--- src/hdl/modbus_cfg_params.svh ---
// Purpose: Constants of the room controller register bank.
// Assumes: Register addresses are the 16-bit protocol addresses.
// Notes:   Times are in nanoseconds; cycle counts derive from them.
`ifndef MODBUS_CFG_PARAMS_SVH
`define MODBUS_CFG_PARAMS_SVH

// ==========================================================
// Register addresses
`define ADR_IDENTITY     16'h7531
`define ADR_STATION      16'h7532
`define ADR_CFG_LOW      16'h7533
`define ADR_RX_COUNT     16'h7534
`define ADR_ERR_COUNT    16'h7536
`define ADR_TX_COUNT     16'h7538
`define ADR_UPTIME       16'h753C
`define ADR_STOP_BITS    16'h7542
`define ADR_DATA_BITS    16'h7543
`define ADR_PARITY       16'h7544
`define ADR_INPUT_STATE  16'h7559
`define ADR_RELAY_STATE  16'h755A
`define ADR_CFG_MIRROR   16'h75CC
`define ADR_ACTION       16'h9C41
`define ADR_BIT_RATE     16'h9C51
`define ADR_ANSWER_WAIT  16'h9C55

// ==========================================================
// Reset values and constant fields
`define RST_BIT_RATE     16'h1E00
`define RST_ANSWER_WAIT  16'h0000
`define VAL_STOP_BITS    16'h0001
`define VAL_DATA_BITS    16'h0008
`define VAL_PARITY       16'h0000
`define RATE_SCALE       32'h0000_000A

// ==========================================================
// Device action codes
`define ACT_RESET        16'h01FF
`define ACT_RELOAD       16'h02FF
`define ACT_DEFAULTS     16'h03FF
`define ACT_BOOT         16'h04FF

// ==========================================================
// Mirror bit positions
`define CFG_PAIR_A_LATCH 0
`define CFG_WALL_ONE     1
`define CFG_PRES_ONE     2
`define CFG_WALL_TWO     3
`define CFG_PRES_TWO     4
`define CFG_ON_OFF       5
`define CFG_PAIR_B_LATCH 6
`define CFG_BLIND_PLAIN  7

// ==========================================================
// Timing
`define CLK_PERIOD_NS    50
`define SECOND_NS        1000000000
`define MILLISECOND_NS   1000000
`define CYC_PER_SECOND   (`SECOND_NS / `CLK_PERIOD_NS)
`define CYC_PER_MS       (`MILLISECOND_NS / `CLK_PERIOD_NS)

`endif

--- src/hdl/modbus_cfg_pkg.sv ---
// Purpose: Types of the room controller register bank.
// Assumes: Constants live in modbus_cfg_params.svh.
// Notes:   None.
package modbus_cfg_pkg;
  typedef logic [15:0] word_t;
  typedef logic [31:0] count_t;
  typedef enum logic {WAIT_IDLE, WAIT_RUN} wait_state_e;
endpackage : modbus_cfg_pkg

--- src/hdl/modbus_config_io_registers.sv ---
// Purpose: Configuration and I/O register bank of a room controller.
// Assumes: A protocol engine on ref_clk issues register accesses and frame events.
// Notes:   Pins pass a two-flop synchroniser before use.
`timescale 1ns/1ps
`include "modbus_cfg_params.svh"

// Function
// - Bit rate setting writes take effect only after the next restart.
// - Identity word: module type in low byte, firmware version times ten high.
// - Action 511 resets the module; 767 reloads stored settings.
// - Action 1023 restores factory defaults; 1279 enters the bootloader.
// - Station address register reads the address switch, read only.
// - 32-bit counter of valid received request frames.
// - All frame counters clear at power-up and on transmission parameter change.
// - 32-bit counter of error replies sent.
// - 32-bit counter of reply frames transmitted.
// - 16-bit seconds counter since power-up or reset.
// - With speed switch sections 1-3 off, bit rate is setting times ten.
// - One stop bit, eight data bits; registers read 1 and 8.
// - No parity; parity register reads 0.
// - Reply waits the programmed milliseconds; 0 means just the silent interval.
// - Mirror bits 0 and 6 select latching wall switches per input pair.
// - Mirror bits 1 and 3 route wall input one or two to both lights.
// - Mirror bits 2 and 4 route presence input one or two to both lights.
// - Mirror bit 5 selects on/off lighting, else lighting bus control.
// - Mirror bit 7 selects plain blinds, else shutters with slats.
// - Relay word bits 0 and 1 show lamp relays one and two closed.
// - Relay word bits 2 and 3 show raise and lower relays closed.
// - Input word bits 0 to 3 show wall inputs one to four closed.
module modbus_config_io_registers
  import modbus_cfg_pkg::*;
#(
  parameter logic [7:0] MODULE_TYPE   = 8'h5A,  // Arbitrary value.
  parameter logic [7:0] FW_VERSION_X10 = 8'h0C,
  parameter int         CYCLES_PER_SEC = `CYC_PER_SECOND,
  parameter int         CYCLES_PER_MS  = `CYC_PER_MS
)(
  input  wire logic        ref_clk,
  input  wire logic        sys_rst,
  input  wire logic        reg_rd,
  input  wire logic        reg_wr,
  input  wire logic [15:0] reg_addr,
  input  wire logic [15:0] reg_wdata,
  output logic      [15:0] reg_rdata,
  output logic             reg_ack,
  output logic             reg_err,
  input  wire logic        rx_frame_ok,
  input  wire logic        err_reply_sent,
  input  wire logic        tx_frame_sent,
  input  wire logic        reply_request,
  output logic             reply_go,
  input  wire logic [7:0]  station_address_switch,
  input  wire logic [7:0]  config_switch_pins,
  input  wire logic [2:0]  speed_select_switch,
  input  wire logic [3:0]  wall_inputs,
  input  wire logic [1:0]  presence_inputs,
  input  wire logic [3:0]  relay_feedback,
  output logic [31:0]      serial_bit_rate,
  output logic             rate_from_switch,
  output logic             module_reset_req,
  output logic             reload_req,
  output logic             defaults_req,
  output logic             boot_req,
  output logic             light_one_demand,
  output logic             light_two_demand,
  output logic             wall_pair_a_latching,
  output logic             wall_pair_b_latching,
  output logic             on_off_light_mode,
  output logic             slat_control
);

  // ==========================================================
  // Pin synchroniser
  localparam int PINS = 29;
  logic [PINS-1:0] pin_meta;
  logic [PINS-1:0] pin_sync;
  wire  [PINS-1:0] pin_raw = {station_address_switch, config_switch_pins, speed_select_switch,
                              wall_inputs, presence_inputs, relay_feedback};

  always_ff @(posedge ref_clk)
  begin
    pin_meta <= pin_raw;
    pin_sync <= pin_meta;
  end

  wire [7:0] station_sync = pin_sync[28:21];
  wire [7:0] config_switch_mirror = pin_sync[20:13];
  wire [2:0] speed_sync = pin_sync[12:10];
  wire [3:0] wall_sync = pin_sync[9:6];
  wire [1:0] pres_sync = pin_sync[5:4];
  wire [3:0] relay_sync = pin_sync[3:0];

  // ==========================================================
  // Write decode
  wire wr_action = reg_wr && (reg_addr == `ADR_ACTION);
  wire wr_rate   = reg_wr && (reg_addr == `ADR_BIT_RATE);
  wire wr_wait   = reg_wr && (reg_addr == `ADR_ANSWER_WAIT);
  wire act_reset = wr_action && (reg_wdata == `ACT_RESET);
  wire act_reload = wr_action && (reg_wdata == `ACT_RELOAD);
  wire act_defaults = wr_action && (reg_wdata == `ACT_DEFAULTS);
  wire act_boot  = wr_action && (reg_wdata == `ACT_BOOT);

  // ==========================================================
  // Settings
  word_t bit_rate_setting;
  word_t answer_wait_ms;
  word_t active_rate;
  logic [2:0] speed_prev;

  wire word_t next_rate = act_defaults ? `RST_BIT_RATE : (wr_rate ? reg_wdata : bit_rate_setting);
  // A restart is where new transmission settings are adopted.
  wire restart_now = act_reset;
  // Parameter change: a stored rate that differs, or a moved speed switch.
  wire param_change = (next_rate != bit_rate_setting) || (speed_sync != speed_prev);

  always_ff @(posedge ref_clk)
  begin
    if (sys_rst)
    begin
      bit_rate_setting <= `RST_BIT_RATE;
      answer_wait_ms   <= `RST_ANSWER_WAIT;
      active_rate      <= `RST_BIT_RATE;
      speed_prev       <= 3'h0;
    end
    else
    begin
      bit_rate_setting <= next_rate;
      speed_prev       <= speed_sync;
      if (act_defaults)
        answer_wait_ms <= `RST_ANSWER_WAIT;
      else if (wr_wait)
        answer_wait_ms <= reg_wdata;
      if (restart_now)
        active_rate <= bit_rate_setting;
    end
  end

  // A set speed switch raises rate_from_switch at once; serial_bit_rate follows only the register path, after restart.
  assign rate_from_switch = (speed_sync != 3'h0);
  assign serial_bit_rate = {16'h0000, active_rate} * `RATE_SCALE;

  // ==========================================================
  // Action pulses
  always_ff @(posedge ref_clk)
  begin
    if (sys_rst)
    begin
      module_reset_req <= 1'b0;
      reload_req       <= 1'b0;
      defaults_req     <= 1'b0;
      boot_req         <= 1'b0;
    end
    else
    begin
      module_reset_req <= act_reset;
      reload_req       <= act_reload;
      defaults_req     <= act_defaults;
      boot_req         <= act_boot;
    end
  end

  // ==========================================================
  // Frame counters
  count_t rx_count;
  count_t err_count;
  count_t tx_count;
  wire clear_counts = param_change;

  // A clear in the same cycle as an event leaves the event counted.
  always_ff @(posedge ref_clk)
  begin
    if (sys_rst)
    begin
      rx_count  <= 32'h0000_0000;
      err_count <= 32'h0000_0000;
      tx_count  <= 32'h0000_0000;
    end
    else
    begin
      rx_count  <= (clear_counts ? 32'h0000_0000 : rx_count) + {31'h0, rx_frame_ok};
      err_count <= (clear_counts ? 32'h0000_0000 : err_count) + {31'h0, err_reply_sent};
      tx_count  <= (clear_counts ? 32'h0000_0000 : tx_count) + {31'h0, tx_frame_sent};
    end
  end

  // ==========================================================
  // Uptime
  logic [31:0] sec_prescale;
  word_t       seconds_since_boot;
  wire         sec_tick = (sec_prescale == 32'(CYCLES_PER_SEC - 1));

  always_ff @(posedge ref_clk)
  begin
    if (sys_rst || restart_now)
    begin
      sec_prescale       <= 32'h0000_0000;
      seconds_since_boot <= 16'h0000;
    end
    else
    begin
      sec_prescale       <= sec_tick ? 32'h0000_0000 : sec_prescale + 32'h0000_0001;
      seconds_since_boot <= seconds_since_boot + {15'h0000, sec_tick};
    end
  end

  // ==========================================================
  // Reply delay
  wait_state_e wait_state;
  logic [31:0] ms_prescale;
  word_t       ms_left;
  wire         ms_tick = (ms_prescale == 32'(CYCLES_PER_MS - 1));
  wire         start_now = (wait_state == WAIT_IDLE) && reply_request && (answer_wait_ms == 16'h0000);

  always_ff @(posedge ref_clk)
  begin
    if (sys_rst)
    begin
      wait_state  <= WAIT_IDLE;
      ms_prescale <= 32'h0000_0000;
      ms_left     <= 16'h0000;
      reply_go    <= 1'b0;
    end
    else
    begin
      reply_go <= 1'b0;
      case (wait_state)
        WAIT_IDLE:
        begin
          ms_prescale <= 32'h0000_0000;
          ms_left     <= answer_wait_ms;
          if (start_now)
            reply_go <= 1'b1;
          else if (reply_request)
            wait_state <= WAIT_RUN;
        end
        WAIT_RUN:
        begin
          ms_prescale <= ms_tick ? 32'h0000_0000 : ms_prescale + 32'h0000_0001;
          if (ms_tick)
          begin
            ms_left <= ms_left - 16'h0001;
            if (ms_left == 16'h0001)
            begin
              reply_go   <= 1'b1;
              wait_state <= WAIT_IDLE;
            end
          end
        end
        default: wait_state <= WAIT_IDLE;
      endcase
    end
  end

  // ==========================================================
  // Switch-driven behaviour
  wire [7:0] cfg = config_switch_mirror;
  assign wall_pair_a_latching = cfg[`CFG_PAIR_A_LATCH];
  assign wall_pair_b_latching = cfg[`CFG_PAIR_B_LATCH];
  assign light_one_demand = wall_sync[0] | (wall_sync[1] & cfg[`CFG_WALL_TWO])
                          | pres_sync[0] | (pres_sync[1] & cfg[`CFG_PRES_TWO]);
  assign light_two_demand = wall_sync[1] | (wall_sync[0] & cfg[`CFG_WALL_ONE])
                          | pres_sync[1] | (pres_sync[0] & cfg[`CFG_PRES_ONE]);
  assign on_off_light_mode = cfg[`CFG_ON_OFF];
  assign slat_control = ~cfg[`CFG_BLIND_PLAIN];

  // ==========================================================
  // Read path
  word_t  count_high_shadow;
  word_t  next_rdata;
  logic   rd_known;
  logic   hi_read;
  count_t snap;

  always_comb
  begin
    next_rdata = 16'h0000;
    rd_known   = 1'b1;
    hi_read    = 1'b0;
    snap       = 32'h0000_0000;
    case (reg_addr)
      `ADR_IDENTITY:    next_rdata = {FW_VERSION_X10, MODULE_TYPE};
      `ADR_STATION:     next_rdata = {8'h00, station_sync};
      `ADR_CFG_LOW:     next_rdata = {8'h00, cfg};
      `ADR_CFG_MIRROR:  next_rdata = {8'h00, cfg};
      `ADR_RX_COUNT:    snap = rx_count;
      `ADR_ERR_COUNT:   snap = err_count;
      `ADR_TX_COUNT:    snap = tx_count;
      `ADR_RX_COUNT + 16'h0001,
      `ADR_ERR_COUNT + 16'h0001,
      `ADR_TX_COUNT + 16'h0001: hi_read = 1'b1;
      `ADR_UPTIME:      next_rdata = seconds_since_boot;
      `ADR_STOP_BITS:   next_rdata = `VAL_STOP_BITS;
      `ADR_DATA_BITS:   next_rdata = `VAL_DATA_BITS;
      `ADR_PARITY:      next_rdata = `VAL_PARITY;
      `ADR_INPUT_STATE: next_rdata = {12'h000, wall_sync};
      `ADR_RELAY_STATE: next_rdata = {12'h000, relay_sync};
      `ADR_BIT_RATE:    next_rdata = bit_rate_setting;
      `ADR_ANSWER_WAIT: next_rdata = answer_wait_ms;
      default:          rd_known = 1'b0;
    endcase
    if (reg_addr == `ADR_RX_COUNT || reg_addr == `ADR_ERR_COUNT || reg_addr == `ADR_TX_COUNT)
      next_rdata = snap[15:0];
    if (hi_read)
      next_rdata = count_high_shadow;
  end

  wire is_low_half = (reg_addr == `ADR_RX_COUNT) || (reg_addr == `ADR_ERR_COUNT)
                   || (reg_addr == `ADR_TX_COUNT);
  wire wr_known = (reg_addr == `ADR_ACTION) || (reg_addr == `ADR_BIT_RATE)
                || (reg_addr == `ADR_ANSWER_WAIT);
  wire rd_ok = rd_known && (reg_addr != `ADR_ACTION);

  always_ff @(posedge ref_clk)
  begin
    if (sys_rst)
    begin
      reg_rdata         <= 16'h0000;
      reg_ack           <= 1'b0;
      reg_err           <= 1'b0;
      count_high_shadow <= 16'h0000;
    end
    else
    begin
      reg_ack <= reg_rd || reg_wr;
      reg_err <= (reg_rd && !rd_ok) || (reg_wr && !wr_known);
      if (reg_rd)
        reg_rdata <= rd_ok ? next_rdata : 16'h0000;
      if (reg_rd && is_low_half)
        count_high_shadow <= snap[31:16];
    end
  end
endmodule : modbus_config_io_registers

--- config.mk ---
export PLATFORM = sky130hd
export DESIGN_NAME = modbus_config_io_registers
export DESIGN_NICKNAME = d
export VERILOG_FILES = /design/src/hdl/modbus_cfg_pkg.sv /design/src/hdl/modbus_config_io_registers.sv
export VERILOG_INCLUDE_DIRS = /design/src /design/src/hdl
export SDC_FILE = /design/constraint.sdc
export NUM_CORES = 1
export LEC_CHECK = 0
export BUFFER_PORTS_ARGS = -buffer_cell sky130_fd_sc_hd__buf_4
export CAP_MARGIN = 20
export CORE_MARGIN = 2
export CORE_UTILIZATION = 50
export CTS_CLUSTER_SIZE = 14
export DETAILED_ROUTE_END_ITERATION = 12
export GPL_TIMING_DRIVEN = 0
export PLACE_DENSITY = 0.74
export RECOVER_POWER = 50
export SLEW_MARGIN = 10
export SYNTH_ARGS = -nofsm -noshare
export SYNTH_HDL_FRONTEND = slang
export SYNTH_SLANG_ARGS = --single-unit
--- constraint.sdc ---
create_clock -name ref_clk -period 5.21 [get_ports ref_clk]
set_input_delay 1.563 -clock ref_clk [delete_from_list [all_inputs] [get_ports ref_clk]]
set_output_delay 1.563 -clock ref_clk [all_outputs]
set_load 0.02 [all_outputs]
# --- Word level (Yosys, flattened, before mapping) ---
# Index checks and enable logic that the tools add are counted.
op_classes:
  add_sub_neg: 7
  n_mul: 1
  n_eq_ne: 30
  muxes: 25
  bitwise: 12
  n_reduce_logical: 30
op_table:
  columns: ["operator", "count"]
  rows:
  - ["16-bit by 15-bit equality test with 1-bit output (second input constant)", 16]
  - ["16-bit one-hot mux with 10 select lines", 1]
  - ["32-bit 2-to-1 mux", 4]
  - ["32-bit by 1-bit adder with 32-bit output", 3]
  - ["16-bit 2-to-1 mux", 6]
  - ["32-bit one-hot mux with 3 select lines", 1]
  - ["32-bit by 1-bit adder with 32-bit output (second input constant)", 2]
  - ["32-bit one-hot mux with 2 select lines", 1]
  - ["16-bit equality test (second input constant)", 3]
  - ["16-bit by 10-bit equality test with 1-bit output (second input constant)", 2]
  - ["32-bit by 15-bit equality test with 1-bit output (second input constant)", 1]
  - ["32-bit by 25-bit equality test with 1-bit output (second input constant)", 1]
  - ["16-bit one-hot mux with 2 select lines", 1]
  - ["16-bit by 3-bit multiplier with 19-bit output (second input constant)", 1]
  - ["18-bit OR reduction", 1]
  - ["16-bit by 1-bit adder with 16-bit output", 1]
  - ["16-bit by 1-bit equality test with 1-bit output (second input constant)", 1]
  - ["16-bit by 11-bit equality test with 1-bit output (second input constant)", 1]
  - ["16-bit by 9-bit equality test with 1-bit output (second input constant)", 1]
  - ["16-bit logical NOT", 1]
  - ["16-bit inequality test", 1]
  - ["16-bit inequality test (second input constant)", 1]
  - ["16-bit by 1-bit subtractor with 16-bit output (second input constant)", 1]
  - ["1-bit logical AND", 13]
  - ["12 further kinds", 40]
totals:
  regBits: 341
  input_bits: 69
  output_inout_bits: 62
  word_cells: 128

# --- Depth between registers and ports, before layout ---
# Gate-level depths: netlist (run 1).
logic_depth:
  word_depth: 8
  ltp_mapped: 16
  depth_no_buf: 14

# --- Worst setup path after synthesis (run 1) ---
# OpenSTA, ideal clock, no wires.
synth_timing:
  kind: "input -> register"
  start: "in reg_wdata[9]"
  end: "reg rx_count[26]"
  setup_time_ns: 0.115
  arrival_ns: 4.683
  required_time_ns: 5.095
  path_slack_ns: 0.412
  stages: 16
  path_buffers: 2
  path_cell_list: "clkbuf_1 -> xnor2_1 -> nand4_1 -> nor4_1 -> o21ai_1 -> nor2_1 -> and2_1 -> ha_1 -> ha_1 -> nand3_1 -> or4_1 -> or3_1 -> clkbuf_1 -> nor3_2 -> xnor2_1 -> nor2_1"
synth_via:
  elab_chain_len: 7
  elab_cells_between_ends: 8
  cone_classes: "1 x add/sub; 2 x eq/ne; 3 x mux; 2 x reduce/logical"
synth_lines:
  columns: ["element", "line", "source"]
  rows:
  - ["from (decl)", "modbus_config_io_registers.sv:43", "input wire logic [15:0] reg_wdata,"]
  - ["16-bit by 10-bit equality test with 1-bit output (no line)", null, null]
  - ["1-bit logical AND", "modbus_config_io_registers.sv:100", "wire act_defaults = wr_action && (reg_wdata == `ACT_DEFAULTS);"]
  - ["16-bit 2-to-1 mux (*)", "modbus_config_io_registers.sv:110", "wire word_t next_rate = act_defaults ? `RST_BIT_RATE : (wr_rate ? reg_wdata : bit_rate_setting);"]
  - ["16-bit inequality test (*)", "modbus_config_io_registers.sv:114", "wire param_change = (next_rate != bit_rate_setting) || (speed_sync != speed_prev);"]
  - ["1-bit logical OR (*)", "modbus_config_io_registers.sv:114", null]
  - ["32-bit 2-to-1 mux (*)", "modbus_config_io_registers.sv:180", "rx_count <= (clear_counts ? 32'h0000_0000 : rx_count) + {31'h0, rx_frame_ok};"]
  - ["32-bit by 1-bit adder with 32-bit output (*)", "modbus_config_io_registers.sv:180", null]
  - ["to (signal assigned)", "modbus_config_io_registers.sv:180", null]
  - ["to (decl)", "modbus_config_io_registers.sv:164", "count_t rx_count;"]
# Every way passes the cells marked *; elsewhere a longest branch is shown, timed or not.
# A chain may end at the register's enable or synchronous reset.

# --- Worst setup path after layout (run 1) ---
layout_timing:
  start: "in reg_addr[2]"
  end: "reg rx_count[28]"
layout_via:
  elab_chain_len: 8
  elab_cells_between_ends: 11
  cone_classes: "1 x add/sub; 3 x eq/ne; 3 x mux; 4 x reduce/logical"
layout_lines:
  columns: ["element", "line", "source"]
  rows:
  - ["from (decl)", "modbus_config_io_registers.sv:42", "input wire logic [15:0] reg_addr,"]
  - ["16-bit equality test", null, null]
  - ["1-bit logical AND, on equally long branches", "modbus_config_io_registers.sv:96, modbus_config_io_registers.sv:95", null]
  - ["16-bit 2-to-1 mux or 1-bit logical AND (tied branches)", "modbus_config_io_registers.sv:110, modbus_config_io_registers.sv:100", null]
  - ["16-bit 2-to-1 mux (*)", "modbus_config_io_registers.sv:110", null]
  - ["16-bit inequality test (*)", "modbus_config_io_registers.sv:114", null]
  - ["1-bit logical OR (*)", "modbus_config_io_registers.sv:114", null]
  - ["32-bit 2-to-1 mux (*)", "modbus_config_io_registers.sv:180", null]
  - ["32-bit by 1-bit adder with 32-bit output (*)", "modbus_config_io_registers.sv:180", null]
# Marked as above.

==> results.md, run 1 <==
- Shortest clock period the worst path allows after layout: around 5.0 ns
- Delay of the slowest cell on the worst path: 0.66 ns
- Slew at the pin closest to its max-slew limit: 1.54 ns
- Vias after detailed routing: 13900
- Number of setup violations in the final report: 0
- Hold slack: a little over 0.3 ns
- Multiplexer fraction of the synthesized cell area: between 1 and 1.5%
- Part of the power in the clock network: between 40% and 50%
- Min-Delay Path Class: reg2reg
- Final total negative setup slack: 0 ns
- Warnings, synthesis: 0
- Part of the total power dissipated in sequential elements: 48.6%
- Switching power total: 1.23 mW
- Number of cells on the worst hold path: 0
- Post-route DRC: 0
- Proportion of synthesized chip area in sequential cells: between 40% and 50%
- Parity-gate share of the synthesized area counting xor and xnor cells: 11.1%
- Fraction of final layout cells sized beyond drive strength 1: 11.2%
- Final worst path period share: 95.4%
- Weighted congestion reported at the end of routability-driven placement: 0.973
- Syn Inst Count: 1773
- Remaining Overflow, GRT: 0
- Multi-input gate area: 8390 sq um
- Io pins: approximately 130
- Min-delay src: pin_meta[26]
- Most instantiated cells after synthesis: sky130_fd_sc_hd__dfxtp_1 (341), sky130_fd_sc_hd__nor2_1 (281), sky130_fd_sc_hd__nand2_1 (156)
- Clk Latency, worst-skew pair: 0.55 ns
- Final core utilization: between 50% and 60%
- Total half-perimeter wirelength after legalization and detailed placement: 33800 um
- TritonCTS clock tree: built
- Slowest cell on crit path: sky130_fd_sc_hd__or4_1
- Largest area contributor in the netlist: sky130_fd_sc_hd__dfxtp_1
- Placeable core area: 31300 sq um
- Routed wire per std cell: 18.9 um
- Highest metal layer used by the detailed router: met4
- Sum of met2 wire segment lengths after detailed routing: 20400 um
- Count of buffers from port buffering: 115
- EDFF count, synth: 0
- Internal power: 4.24 mW
- Total power divided by cell area: 299 nW/um^2
- Post-layout nets: 2052
- Static leakage: about 6.4 nW
- Vertical die dimension: 182 um
- Violated checks: max-capacitance violations, max-slew violations
- Post-cts hold buffer count: 0
- Required time of the critical path: 5.62 ns
- Main combinational cell family by area after synthesis: simple AND/OR/NAND/NOR gates
- Number of global-route vias before repair: 13000
- Die footprint: 33000 sq um
- Routed length on met1: 19600 um
- Sinks on the clock net: between 300 and 400
- Met3 WL: 3370 um
- Worst-path fanout max: 10
- Die W: ~180 um
- Share of synthesized cell area in and, or, nand and nor gates: 26.8%
- First-pass detailed-route iteration total: 9
- Result of the run: finished with violations
- Total global-route track usage: 26.7%
- Worst setup path class: in2reg
- Reg-to-reg endpoint: rx_count[28]
- Initial drt markers: around 1600
- Number of H-tree branching levels: 2
- Synthesized area per cell: 8.89 sq um
- Number of antenna violations at the first check in global routing: 0
- Final Max Slew Viols: 11
- Proportion of power drawn by combinational gates: roughly 4%
- Worst clock skew: 0.0299 ns
- Cell breakdown of the critical path: buf_4 -> buf_2 -> nor4_1 -> and4_1 -> nand3_1 -> o21ai_2 -> nor2_4 -> and2_1 -> ha_1 -> ha_1 -> nand3_1 -> or4_1 -> or3_1 -> clkbuf_1 -> nor2_1 -> xnor2_1 -> nor2_1
- Total power: 5.47 mW
- Arrival time reported for the critical path endpoint: approximately 5.4 ns
- Fraction of the mapped netlist area in compound gates: about a tenth
- Ys async rst share: 0%
- Standard-cell row count: 65
- Number of cells on the worst reg-to-reg path: 15
- Switching Fraction: 22.5%
- Highest attainable clock frequency: 201 MHz
- Wire length of the first global-routing pass: 70600 um
- Setup crit end kind: register
- Overall routed net length: 44700 um
- Post-synthesis register bit count: 341
- Antenna diode count: 0
- Number of max-capacitance violations reported: 1
- Capture endpoint of the worst hold path: pin_sync[26]
- Library cells used by synthesis: 85
- Primary FF master, synth: sky130_fd_sc_hd__dfxtp_1
- Area of the mapped netlist: about 16000 sq um
- Startpoint type of the worst setup path: input pin
- Layout Area Growth over Synthesis: 15.9%
- Combined flip-flop and latch cell area: 6830 sq um
- Fill cell instance count of the final layout: 2765
- Via density: 5.87
- Ranking of synthesized cells by area: sky130_fd_sc_hd__dfxtp_1 (43%), sky130_fd_sc_hd__nor2_1 (6.7%), sky130_fd_sc_hd__xnor2_1 (5.6%), sky130_fd_sc_hd__xor2_1 (5.5%), sky130_fd_sc_hd__nand2_1 (3.7%)
- Arithmetic-cell share of the synthesized area counting full adders, half adders and majority gates: 3.38%
- Longest Clk Path Bufs: 3
- Launch point of the worst reg-to-reg path: bit_rate_setting[6]
- Antenna-violating nets left: 0
- PnR worst setup slack: 0.239 ns
- Library cell used as clock root buffer: sky130_fd_sc_hd__clkbuf_16
- Reg2reg setup slack: 1.03 ns
- Unrepaired setup endpoints after global routing: false
- Max-Slew Margin vs Limit: -3.85%
- Clock transition at path regs: 0.06 ns
- TritonCTS buffer count: 37
- Proportion of netlist area held by the largest area contributor: 43.3%
- Largest voltage drop on the vdd net: 230 uV
- Most used standard cell by instance count after synthesis: sky130_fd_sc_hd__dfxtp_1
- Largest net degree at the start of global routing: 15
- Final-report hold violation count: 0
- Initial cell density of the core: 50.4%
- Worst setup slack after placement: -0.676 ns
-- registers in the layout, indices dropped and copies added, names as in the netlist, 3 cells and up --
register / cells
answer_wait_ms: 16
speed_prev: 3
ms_left: 16
ms_prescale: 32
pin_meta: 29
seconds_since_boot: 16
err_count: 32
rx_count: 32
active_rate: 16
count_high_shadow: 16
tx_count: 32
bit_rate_setting: 16
sec_prescale: 32
pin_sync: 29
reg_rdata: 16
-- worst max path at each step --
stage                            start           end  slack [ns]
after global routing       reg_addr[2]  rx_count[24]        0.02
after global placement     reg_addr[4]  rx_count[28]       -0.61
final                      reg_addr[2]  rx_count[28]        0.24
after floorplan           reg_wdata[9]  rx_count[26]        0.41
after detailed placement   reg_addr[4]  rx_count[28]       -0.68
after CTS                 reg_wdata[9]  rx_count[28]        0.02
-- timing repair --
| action | 4_1_cts | 5_1_grt |
|---|---|---|
| endpoints found under the setup margin | 10 | 14 |
| resized for setup | 3 | 6 |
| pin swaps | 0 | 0 |
| buffers inserted | 0 | 0 |
-- worst max-delay path, delay by kind of cell --
| family | cells | cell delay (ns) |
|---|---|---|
| AO/OA/AOI/OAI | 1 | 0.23 |
| adder cells (fa/ha/maj) | 2 | 0.40 |
| buffers and inverters | 3 | 0.50 |
| XOR/XNOR | 1 | 0.13 |
| AND/OR/NAND/NOR | 10 | 2.56 |
-- layer usage --
layer,global-route usage (%),vias to the layer above
met5,0,-
met4,9.17,0
met3,4.67,108
met2,43.6,576
met1,35.8,6616
li1,-,6606
-- final cells by class --
cell class / instances / area share (%)
multi-input combinational: 1317 / 45.9
clock inverter: 17 / 0.938
timing repair buffer: 117 / 4.11
buffer: 87 / 2.44
inverter: 40 / 0.821
sequential: 341 / 37.3
tap: 402 / 2.75
clock buffer: 48 / 5.67
-- cells in the final DEF (no fill, tap or decap), types with 40 or more instances in the layout --
cell type	count
sky130_fd_sc_hd__ha_1	41
sky130_fd_sc_hd__dfxtp_1	341
sky130_fd_sc_hd__a21oi_1	53
sky130_fd_sc_hd__and3_1	48
sky130_fd_sc_hd__nor2_1	281
sky130_fd_sc_hd__nand3_1	76
sky130_fd_sc_hd__buf_4	78
sky130_fd_sc_hd__xor2_1	99
sky130_fd_sc_hd__inv_1	40
sky130_fd_sc_hd__clkbuf_1	80
sky130_fd_sc_hd__nor3_1	41
sky130_fd_sc_hd__nand4_1	58
sky130_fd_sc_hd__nand2_1	156
sky130_fd_sc_hd__xnor2_1	101
-- cells by family (layout without fill, tap and decap cells) --
family / count (synthesis) / in the layout
and+or+nand+nor: 827 / 827
DFF: 341 / 341
AOI/OAI and AO/OA: 218 / 218
xor gates and xnor gates: 200 / 200
buffers and inverters: 127 / 309
adders and majority gates: 42 / 42
muxes: 17 / 17
other: 1 / 13
-- stage by stage --
| step | cells | area, sq um |
|---|---|---|
| after floorplan | 1785 | 15800 |
| after global placement | 2302 | 17200 |
| after detailed placement | 2304 | 17200 |
| after CTS | 2369 | 18400 |
| after global routing | 2369 | 18300 |
| final | 2369 | 18300 |
-- power by group through the flow --
stage / registers (mW) / clock network (mW) / logic, mW
floorplan: 2.72 / 0 / 0.110
global placement: 2.72 / 0 / 0.219
detailed placement: 2.72 / 0 / 0.222
CTS: 2.66 / 2.63 / 0.223
global route: 2.66 / 2.73 / 0.232
finish: 2.66 / 2.59 / 0.219
Note: power is estimated with default switching activity, not from simulation.
==> inputs of run 2 (changes only) <==
- CORE_UTILIZATION: 50 -> 56
- PLACE_DENSITY: 0.74 -> 0.8
==> results.md, run 2 (synthesized netlist as in run 1, its figures left out) <==
- Delay of the slowest cell on the worst path: 0.71 ns (was 0.66 ns)
- Overall routed net length: 44200 um (was 44700 um)
- Sum of met2 wire segment lengths after detailed routing: 19900 um (was 20400 um)
- Wire length of the first global-routing pass: 69200 um (was 70600 um)
- Design area: 18300 sq um (about the same)
- Slowest cell on crit path: sky130_fd_sc_hd__nor4b_2 (was sky130_fd_sc_hd__or4_1)
- First-pass detailed-route iteration total: 8 (was 9)
- Final Max Slew Viols: 0 (was 11)
- Initial drt markers: 1412 (was 1592)
- Number of antenna violations at the first check in global routing: 0 (unchanged)
- Number of H-tree branching levels: 2 (unchanged)
- Initial cell density of the core: 56.8% (was 50.4%)
- Min-Delay Path Class: reg2reg (unchanged)
- Count of buffering cells on the critical path with inverters included: 3 (unchanged)
- Count of buffers from port buffering: 115 (unchanged)
- Antenna-violating nets left: 0 (unchanged)
- Arrival time reported for the critical path endpoint: 5.44 ns (was 5.38 ns)
- Routed length on met1: 18800 um (was 19600 um)
- Final-report hold violation count: 0 (unchanged)
- Die W: 172 um (was 182 um)
- Reg2reg setup slack: 0.92 ns (was 1.03 ns)
- Post-layout nets: 2054 (was 2052)
- Worst clock skew: 0.0167 ns (was 0.0299 ns)
- Result of the run: finished clean (was finished with violations)
- Placed instance area: 17200 sq um (about the same)
- TritonCTS clock tree: built (unchanged)
- # placed instances: 2279 (was 2304)
- Worst-path fanout max: 7 (was 10)
- Worst setup slack after placement: -0.859 ns (was -0.676 ns)
- Via density: 5.97 (was 5.87)
- Commonest cells after routing, fill and taps aside: sky130_fd_sc_hd__dfxtp_1 (341), sky130_fd_sc_hd__nor2_1 (280), sky130_fd_sc_hd__nand2_1 (156), sky130_fd_sc_hd__xnor2_1 (101), sky130_fd_sc_hd__xor2_1 (99) (was sky130_fd_sc_hd__dfxtp_1 (341), sky130_fd_sc_hd__nor2_1 (281), sky130_fd_sc_hd__nand2_1 (156), sky130_fd_sc_hd__xnor2_1 (101), sky130_fd_sc_hd__xor2_1 (99))
- Post-cts hold buffer count: 0 (unchanged)
- Antenna diode count: 0 (unchanged)
- Number of max-capacitance violations reported: 0 (was 1)
- Layout Area Growth over Synthesis: 16.0% (was 15.9%)
- Startpoint type of the worst setup path: input pin (unchanged)
- Placeable core area: 27800 sq um (was 31300 sq um)
- Longest Clk Path Bufs: 3 (unchanged)
- Cell family with most CP delay: simple AND/OR/NAND/NOR gates (unchanged)
- Weighted congestion reported at the end of routability-driven placement: 1.02 (was 0.973)
- Largest net degree at the start of global routing: 15 (unchanged)
- Total power divided by cell area: 305 nW/um^2 (was 299 nW/um^2)
- Slew at the pin closest to its max-slew limit: 1.18 ns (was 1.54 ns)
- Largest voltage drop on the vdd net: 226 uV (was 230 uV)
- Worst setup path class: in2reg (unchanged)
- Most frequent standard cell in the layout excluding fill and tap cells: sky130_fd_sc_hd__dfxtp_1 (unchanged)
- Number of setup violations in the final report: 0 (unchanged)
- Standard-cell row count: 61 (was 65)
- Post-route DRC: 0 (unchanged)
- Min-delay src: pin_meta[25] (was pin_meta[26])
- TritonCTS buffer count: 37 (unchanged)
- Launch point of the worst reg-to-reg path: bit_rate_setting[9] (was bit_rate_setting[6])
- PnR worst setup slack: 0.184 ns (was 0.239 ns)
- Routed wire per std cell: 18.9 um (about the same)
- Setup crit end kind: register (unchanged)
- Reg-to-reg endpoint: rx_count[28] (unchanged)
- Shortest clock period the worst path allows after layout: 5.03 ns (was 4.97 ns)
- Number of global-route vias before repair: 13300 (was 13000)
- Max-Slew Margin vs Limit: 20.6% (was -3.85%)
- Cell breakdown of the critical path: clkbuf_1 -> nor4b_2 -> nand4_1 -> nor4_4 -> nor2_2 -> buf_4 -> and2_1 -> ha_1 -> ha_1 -> nand3_1 -> or4_1 -> or3_1 -> clkbuf_1 -> nor2_1 -> xnor2_1 -> nor2_1 (was buf_4 -> buf_2 -> nor4_1 -> and4_1 -> nand3_1 -> o21ai_2 -> nor2_4 -> and2_1 -> ha_1 -> ha_1 -> nand3_1 -> or4_1 -> or3_1 -> clkbuf_1 -> nor2_1 -> xnor2_1 -> nor2_1)
- Highest metal layer used by the detailed router: met4 (unchanged)
- Capture endpoint of the worst hold path: pin_sync[25] (was pin_sync[26])
- Io pins: 131 (unchanged)
- Final worst path period share: 96.5% (was 95.4%)
- Vertical die dimension: 172 um (was 182 um)
- Static leakage: 6.43 nW (was 6.42 nW)
- Remaining Overflow, GRT: 0 (unchanged)
- Clock transition at path regs: 0.06 ns (about the same)
- Die footprint: 29500 sq um (was 33000 sq um)
- Total global-route track usage: 29.6% (was 26.7%)
- Total half-perimeter wirelength after legalization and detailed placement: 32900 um (was 33800 um)
- Library cell used as clock root buffer: sky130_fd_sc_hd__clkbuf_16 (unchanged)
- Hold slack: 0.325 ns (was 0.303 ns)
- Sinks on the clock net: 341 (unchanged)
- Vias after detailed routing: 14000 (was 13900)
- Final Instance Count excl. Fillers: 2346 (was 2369)
- Required time of the critical path: 5.62 ns (about the same)
- Met3 WL: 3580 um (was 3370 um)
- Unrepaired setup endpoints after global routing: false (unchanged)
- Highest attainable clock frequency: 199 MHz (was 201 MHz)
- Clk Latency, worst-skew pair: 0.53 ns (was 0.55 ns)
- Number of cells on the worst reg-to-reg path: 15 (unchanged)
- Number of cells on the worst hold path: 0 (unchanged)
- Fraction of final layout cells sized beyond drive strength 1: 11.2% (about the same)
==> run 2: cell types whose count changed in the layout (fill, tap and decap cells not counted), sizes merged <==
cell,delta
bufinv,+3
clkinvlp,+1
clkbuf,+2
clkdlybuf4s15,-1
clkinv,-4
==> run 2: cell type report <==
type | instances | area [sq um]
buffer | 87 | 449
clock buffer | 47 | 1040
clock inverter | 17 | 219
fill | 2315 | 9490
inverter | 40 | 150
multi-input combinational | 1317 | 8380
sequential | 341 | 6830
tap | 378 | 473
timing repair buffer | 119 | 757
==> run 2: worst max path at each step <==
stage,from,end,slack (ns),cells past startpoint
2_1_floorplan,reg_wdata[9],rx_count[26],0.41,16
3_3_place_gp,reg_wdata[9],rx_count[25],-0.66,14
3_5_place_dp,reg_wdata[9],rx_count[31],-0.86,14
4_1_cts,reg_wdata[9],rx_count[28],0.003,16
5_1_grt,reg_addr[2],rx_count[28],0.04,18
6_report,reg_addr[4],rx_count[28],0.18,16
==> run 2: per-stage QoR <==
step | utilization, % | setup TNS [ns] | power [mW]
after floorplan | - | 0 | 2.83
after global placement | 61.7 | -12.15 | 2.93
after detailed placement | 61.8 | -15.58 | 2.94
after CTS | 66.3 | 0 | 5.61
after global routing | 65.8 | 0 | 5.73
final | 65.8 | 0 | 5.58
==> run 2: timing repair <==
action                                  4_1_cts  5_1_grt
endpoints found under the setup margin       13       14
endpoints found under the hold margin         0        0
pin swaps                                     0        1
setup buffers                                 0        2
gates resized for setup                       3        5
==> run 2: report_power, final <==
group	total (mW)	switching [mW]	internal, mW
Sequential	2.66	0.0169	2.64
Clock	2.70	1.05	1.65
Combinational	0.219	0.136	0.0831
==> run 2: routing by layer <==
metal | up-vias | global-route usage (%)
met5 | - | 0
met1 | 6656 | 38.9
li1 | 6615 | -
met2 | 598 | 47.9
met3 | 134 | 5.09
met4 | 0 | 13.1
==> inputs of run 3 (changes only) <==
- ABC_AREA: unset -> 1
- RECOVER_POWER: 50 -> unset
==> results.md, run 3 <==
- Placeable core area: 31400 sq um (was 27800 sq um)
- Count of buffering cells on the critical path with inverters included: 7 (was 3)
- Layout Area Growth over Synthesis: 16.6% (was 16.0%)
- Reg2reg setup slack: 1.50 ns (was 0.92 ns)
- Die footprint: 33100 sq um (was 29500 sq um)
- Largest area contributor in the netlist: sky130_fd_sc_hd__dfxtp_1 (unchanged)
- Static leakage: 8.13 nW (was 6.43 nW)
- Highest attainable clock frequency: 202 MHz (was 199 MHz)
- Library cell used as clock root buffer: sky130_fd_sc_hd__clkbuf_16 (unchanged)
- Overall routed net length: 58900 um (was 44200 um)
- Post-synthesis register bit count: 341 (unchanged)
- Proportion of power drawn by combinational gates: 4.8% (was 3.9%)
- Final core utilization: 65.9% (was 65.8%)
- Weighted congestion reported at the end of routability-driven placement: 1.04 (was 1.02)
- Post-layout nets: 2871 (was 2054)
- Final Instance Count excl. Fillers: 3193 (was 2346)
- Synthesized area per cell: 6.86 sq um (was 8.89 sq um)
- First-pass detailed-route iteration total: 6 (was 8)
- Switching Fraction: 23.3% (was 21.5%)
- Number of antenna violations at the first check in global routing: 1 (was 0)
- Total power: 5.81 mW (was 5.58 mW)
- Cell family with most CP delay: simple AND/OR/NAND/NOR gates (unchanged)
- Post-route DRC: 0 (unchanged)
- Proportion of netlist area held by the largest area contributor: 38.5% (was 43.3%)
- Slew at the pin closest to its max-slew limit: 1.09 ns (was 1.18 ns)
- Io pins: 131 (unchanged)
- Proportion of synthesized chip area in sequential cells: 38.5% (was 43.3%)
- Antenna-violating nets left: 0 (unchanged)
- Part of the total power dissipated in sequential elements: 45.6% (was 47.6%)
- Warnings, synthesis: 0 (unchanged)
- Final worst path period share: 95.0% (was 96.5%)
- Max-Slew Margin vs Limit: 26.9% (was 20.6%)
- Total power divided by cell area: 281 nW/um^2 (was 305 nW/um^2)
- Post-cts hold buffer count: 0 (unchanged)
- Result of the run: finished clean (unchanged)
- Setup crit end kind: register (unchanged)
- Reg-to-reg endpoint: seconds_since_boot[14] (was rx_count[28])
- Number of cells on the worst hold path: 0 (unchanged)
- Total global-route track usage: 34.6% (was 29.6%)
- Largest net degree at the start of global routing: 20 (was 15)
- Min-delay src: pin_meta[14] (was pin_meta[25])
- Hold slack: 0.324 ns (was 0.325 ns)
- Commonest cells after routing, fill and taps aside: sky130_fd_sc_hd__nand2_1 (516), sky130_fd_sc_hd__nor2_1 (429), sky130_fd_sc_hd__dfxtp_1 (341), sky130_fd_sc_hd__inv_1 (293), sky130_fd_sc_hd__nand3_1 (190) (was sky130_fd_sc_hd__dfxtp_1 (341), sky130_fd_sc_hd__nor2_1 (280), sky130_fd_sc_hd__nand2_1 (156), sky130_fd_sc_hd__xnor2_1 (101), sky130_fd_sc_hd__xor2_1 (99))
- Slowest cell on crit path: sky130_fd_sc_hd__nor2_4 (was sky130_fd_sc_hd__nor4b_2)
- Primary FF master, synth: sky130_fd_sc_hd__dfxtp_1 (unchanged)
- Longest Clk Path Bufs: 3 (unchanged)
- Routed wire per std cell: 18.4 um (was 18.9 um)
- Internal power: 4.45 mW (was 4.38 mW)
- Library cells used by synthesis: 53 (was 85)
- Via density: 5.80 (was 5.97)
- Largest voltage drop on the vdd net: 237 uV (was 226 uV)
- Final Max Slew Viols: 0 (unchanged)
- Final total negative setup slack: 0 ns (unchanged)
- Number of global-route vias before repair: 17300 (was 13300)
- Delay of the slowest cell on the worst path: 0.24 ns (was 0.71 ns)
- TritonCTS buffer count: 38 (was 37)
- Arrival time reported for the critical path endpoint: 5.38 ns (was 5.44 ns)
- Sinks on the clock net: 341 (unchanged)
- Placed instance area: 19200 sq um (was 17200 sq um)
- Number of setup violations in the final report: 0 (unchanged)
- Syn Inst Count: 2588 (was 1773)
- Initial drt markers: 2017 (was 1412)
- TritonCTS clock tree: built (unchanged)
- Ranking of synthesized cells by area: sky130_fd_sc_hd__dfxtp_1 (38%), sky130_fd_sc_hd__nand2_1 (11%), sky130_fd_sc_hd__nor2_1 (9.2%), sky130_fd_sc_hd__inv_1 (6.2%), sky130_fd_sc_hd__nand3_1 (5.4%) (was sky130_fd_sc_hd__dfxtp_1 (43%), sky130_fd_sc_hd__nor2_1 (6.7%), sky130_fd_sc_hd__xnor2_1 (5.6%), sky130_fd_sc_hd__xor2_1 (5.5%), sky130_fd_sc_hd__nand2_1 (3.7%))
- Number of H-tree branching levels: 2 (unchanged)
- Standard-cell row count: 65 (was 61)
- Number of cells on the worst reg-to-reg path: 22 (was 15)
- Min-Delay Path Class: reg2reg (unchanged)
- Launch point of the worst reg-to-reg path: sec_prescale[0] (was bit_rate_setting[9])
- Number of max-capacitance violations reported: 0 (unchanged)
- Vertical die dimension: 182 um (was 172 um)
- Area of the mapped netlist: 17700 sq um (was 15800 sq um)
- Initial cell density of the core: 56.5% (was 56.8%)
- Clk Latency, worst-skew pair: 0.54 ns (was 0.53 ns)
- Remaining Overflow, GRT: 0 (unchanged)
- Most used standard cell by instance count after synthesis: sky130_fd_sc_hd__nand2_1 (was sky130_fd_sc_hd__dfxtp_1)
- Startpoint type of the worst setup path: input pin (unchanged)
- Ys async rst share: 0% (unchanged)
- Design area: 20700 sq um (was 18300 sq um)
- Final-report hold violation count: 0 (unchanged)
- Most instantiated cells after synthesis: sky130_fd_sc_hd__nand2_1 (520), sky130_fd_sc_hd__nor2_1 (436), sky130_fd_sc_hd__dfxtp_1 (341) (was sky130_fd_sc_hd__dfxtp_1 (341), sky130_fd_sc_hd__nor2_1 (281), sky130_fd_sc_hd__nand2_1 (156))
- Vias after detailed routing: 18500 (was 14000)
- EDFF count, synth: 0 (unchanged)
- Fraction of final layout cells sized beyond drive strength 1: 11.1% (was 11.2%)
- Part of the power in the clock network: 49.6% (was 48.4%)
- Wire length of the first global-routing pass: 91000 um (was 69200 um)
- Required time of the critical path: 5.64 ns (was 5.62 ns)
- Clock transition at path regs: 0.07 ns (was 0.06 ns)
- Most frequent standard cell in the layout excluding fill and tap cells: sky130_fd_sc_hd__nand2_1 (was sky130_fd_sc_hd__dfxtp_1)
- Switching power total: 1.35 mW (was 1.20 mW)
- Shortest clock period the worst path allows after layout: 4.95 ns (was 5.03 ns)
- Dominant cell type by count on the critical path: sky130_fd_sc_hd__nand2_1
- Worst clock skew: 0.0186 ns (was 0.0167 ns)
- Worst-path fanout max: 19 (was 7)
- Worst setup slack after placement: -1.44 ns (was -0.859 ns)
- PnR worst setup slack: 0.263 ns (was 0.184 ns)
- Die W: 182 um (was 172 um)
- Capture endpoint of the worst hold path: pin_sync[14] (was pin_sync[25])
- Count of buffers from port buffering: 115 (unchanged)
- Worst setup path class: in2reg (unchanged)
- # placed instances: 3118 (was 2279)
- Total half-perimeter wirelength after legalization and detailed placement: 45100 um (was 32900 um)
[run 3: changes by cell type after synthesis, moves of 18 or more]
cell	delta
sky130_fd_sc_hd__a222oi_1	-28
sky130_fd_sc_hd__and3_1	-47
sky130_fd_sc_hd__xor2_1	-69
sky130_fd_sc_hd__o21ai_0	+44
sky130_fd_sc_hd__nand4_1	+25
sky130_fd_sc_hd__o211ai_1	+18
sky130_fd_sc_hd__a211oi_1	-26
sky130_fd_sc_hd__a21oi_1	+122
sky130_fd_sc_hd__xnor2_1	-91
sky130_fd_sc_hd__nor2_1	+155
sky130_fd_sc_hd__nand3_1	+114
sky130_fd_sc_hd__inv_1	+253
sky130_fd_sc_hd__nand2_1	+364
[run 3: layout make-up]
type	count	area, sq um
Timing Repair Buffer	121	908
Multi-Input combinational cell	1853	9390
Fill cell	2872	10700
Tap cell	402	503
Clock inverter	17	221
Sequential cell	341	6830
Antenna cell	1	2.50
Inverter	308	1160
Clock buffer	53	1130
Buffer	97	548
[run 3: worst max path at each step]
stage | start | cells after the start | to
3_3_place_gp | reg_addr[1] | 31 | tx_count[30]
3_5_place_dp | reg_addr[1] | 31 | tx_count[22]
4_1_cts | reg_addr[13] | 30 | tx_count[22]
5_1_grt | reg_addr[13] | 30 | tx_count[22]
6_report | reg_addr[0] | 31 | tx_count[24]
2_1_floorplan | reg_addr[13] | 29 | tx_count[30]
[run 3: power by group through the flow]
stage	Combinational [mW]	Sequential, mW	Clock, mW
3_5_place_dp	0.265	2.71	0
5_1_grt	0.294	2.65	3.00
3_3_place_gp	0.263	2.71	0
2_1_floorplan	0.135	2.71	0
4_1_cts	0.266	2.65	2.89
6_report	0.279	2.65	2.88
[run 3: per-layer routing]
metal | up-vias | part of all wire (%) | global-route usage, % | wire length [um]
li1 | 8876 | - | - | -
met1 | 8540 | 41 | 44.5 | 23900
met2 | 920 | 46 | 58.1 | 27100
met3 | 167 | 9.8 | 6.44 | 5780
met4 | 2 | 3.6 | 12.6 | 2090
met5 | - | 0.068 | 0.889 | 40
[run 3: cells by family after synthesis]
group	synth area share, %
simple gates	34.8
flops	38.5
compound gates	12.3
fa+ha+maj	3.00
other cells	0.0211
xor+xnor	1.97
buf+inv	9.48
[run 3: timing repair]
item / CTS / global route
setup endpoints to repair: 84 / 67
gates resized for setup: 8 / 31
cloned: 0 / 0
setup buffers: 0 / 5
pin swaps: 1 / 6
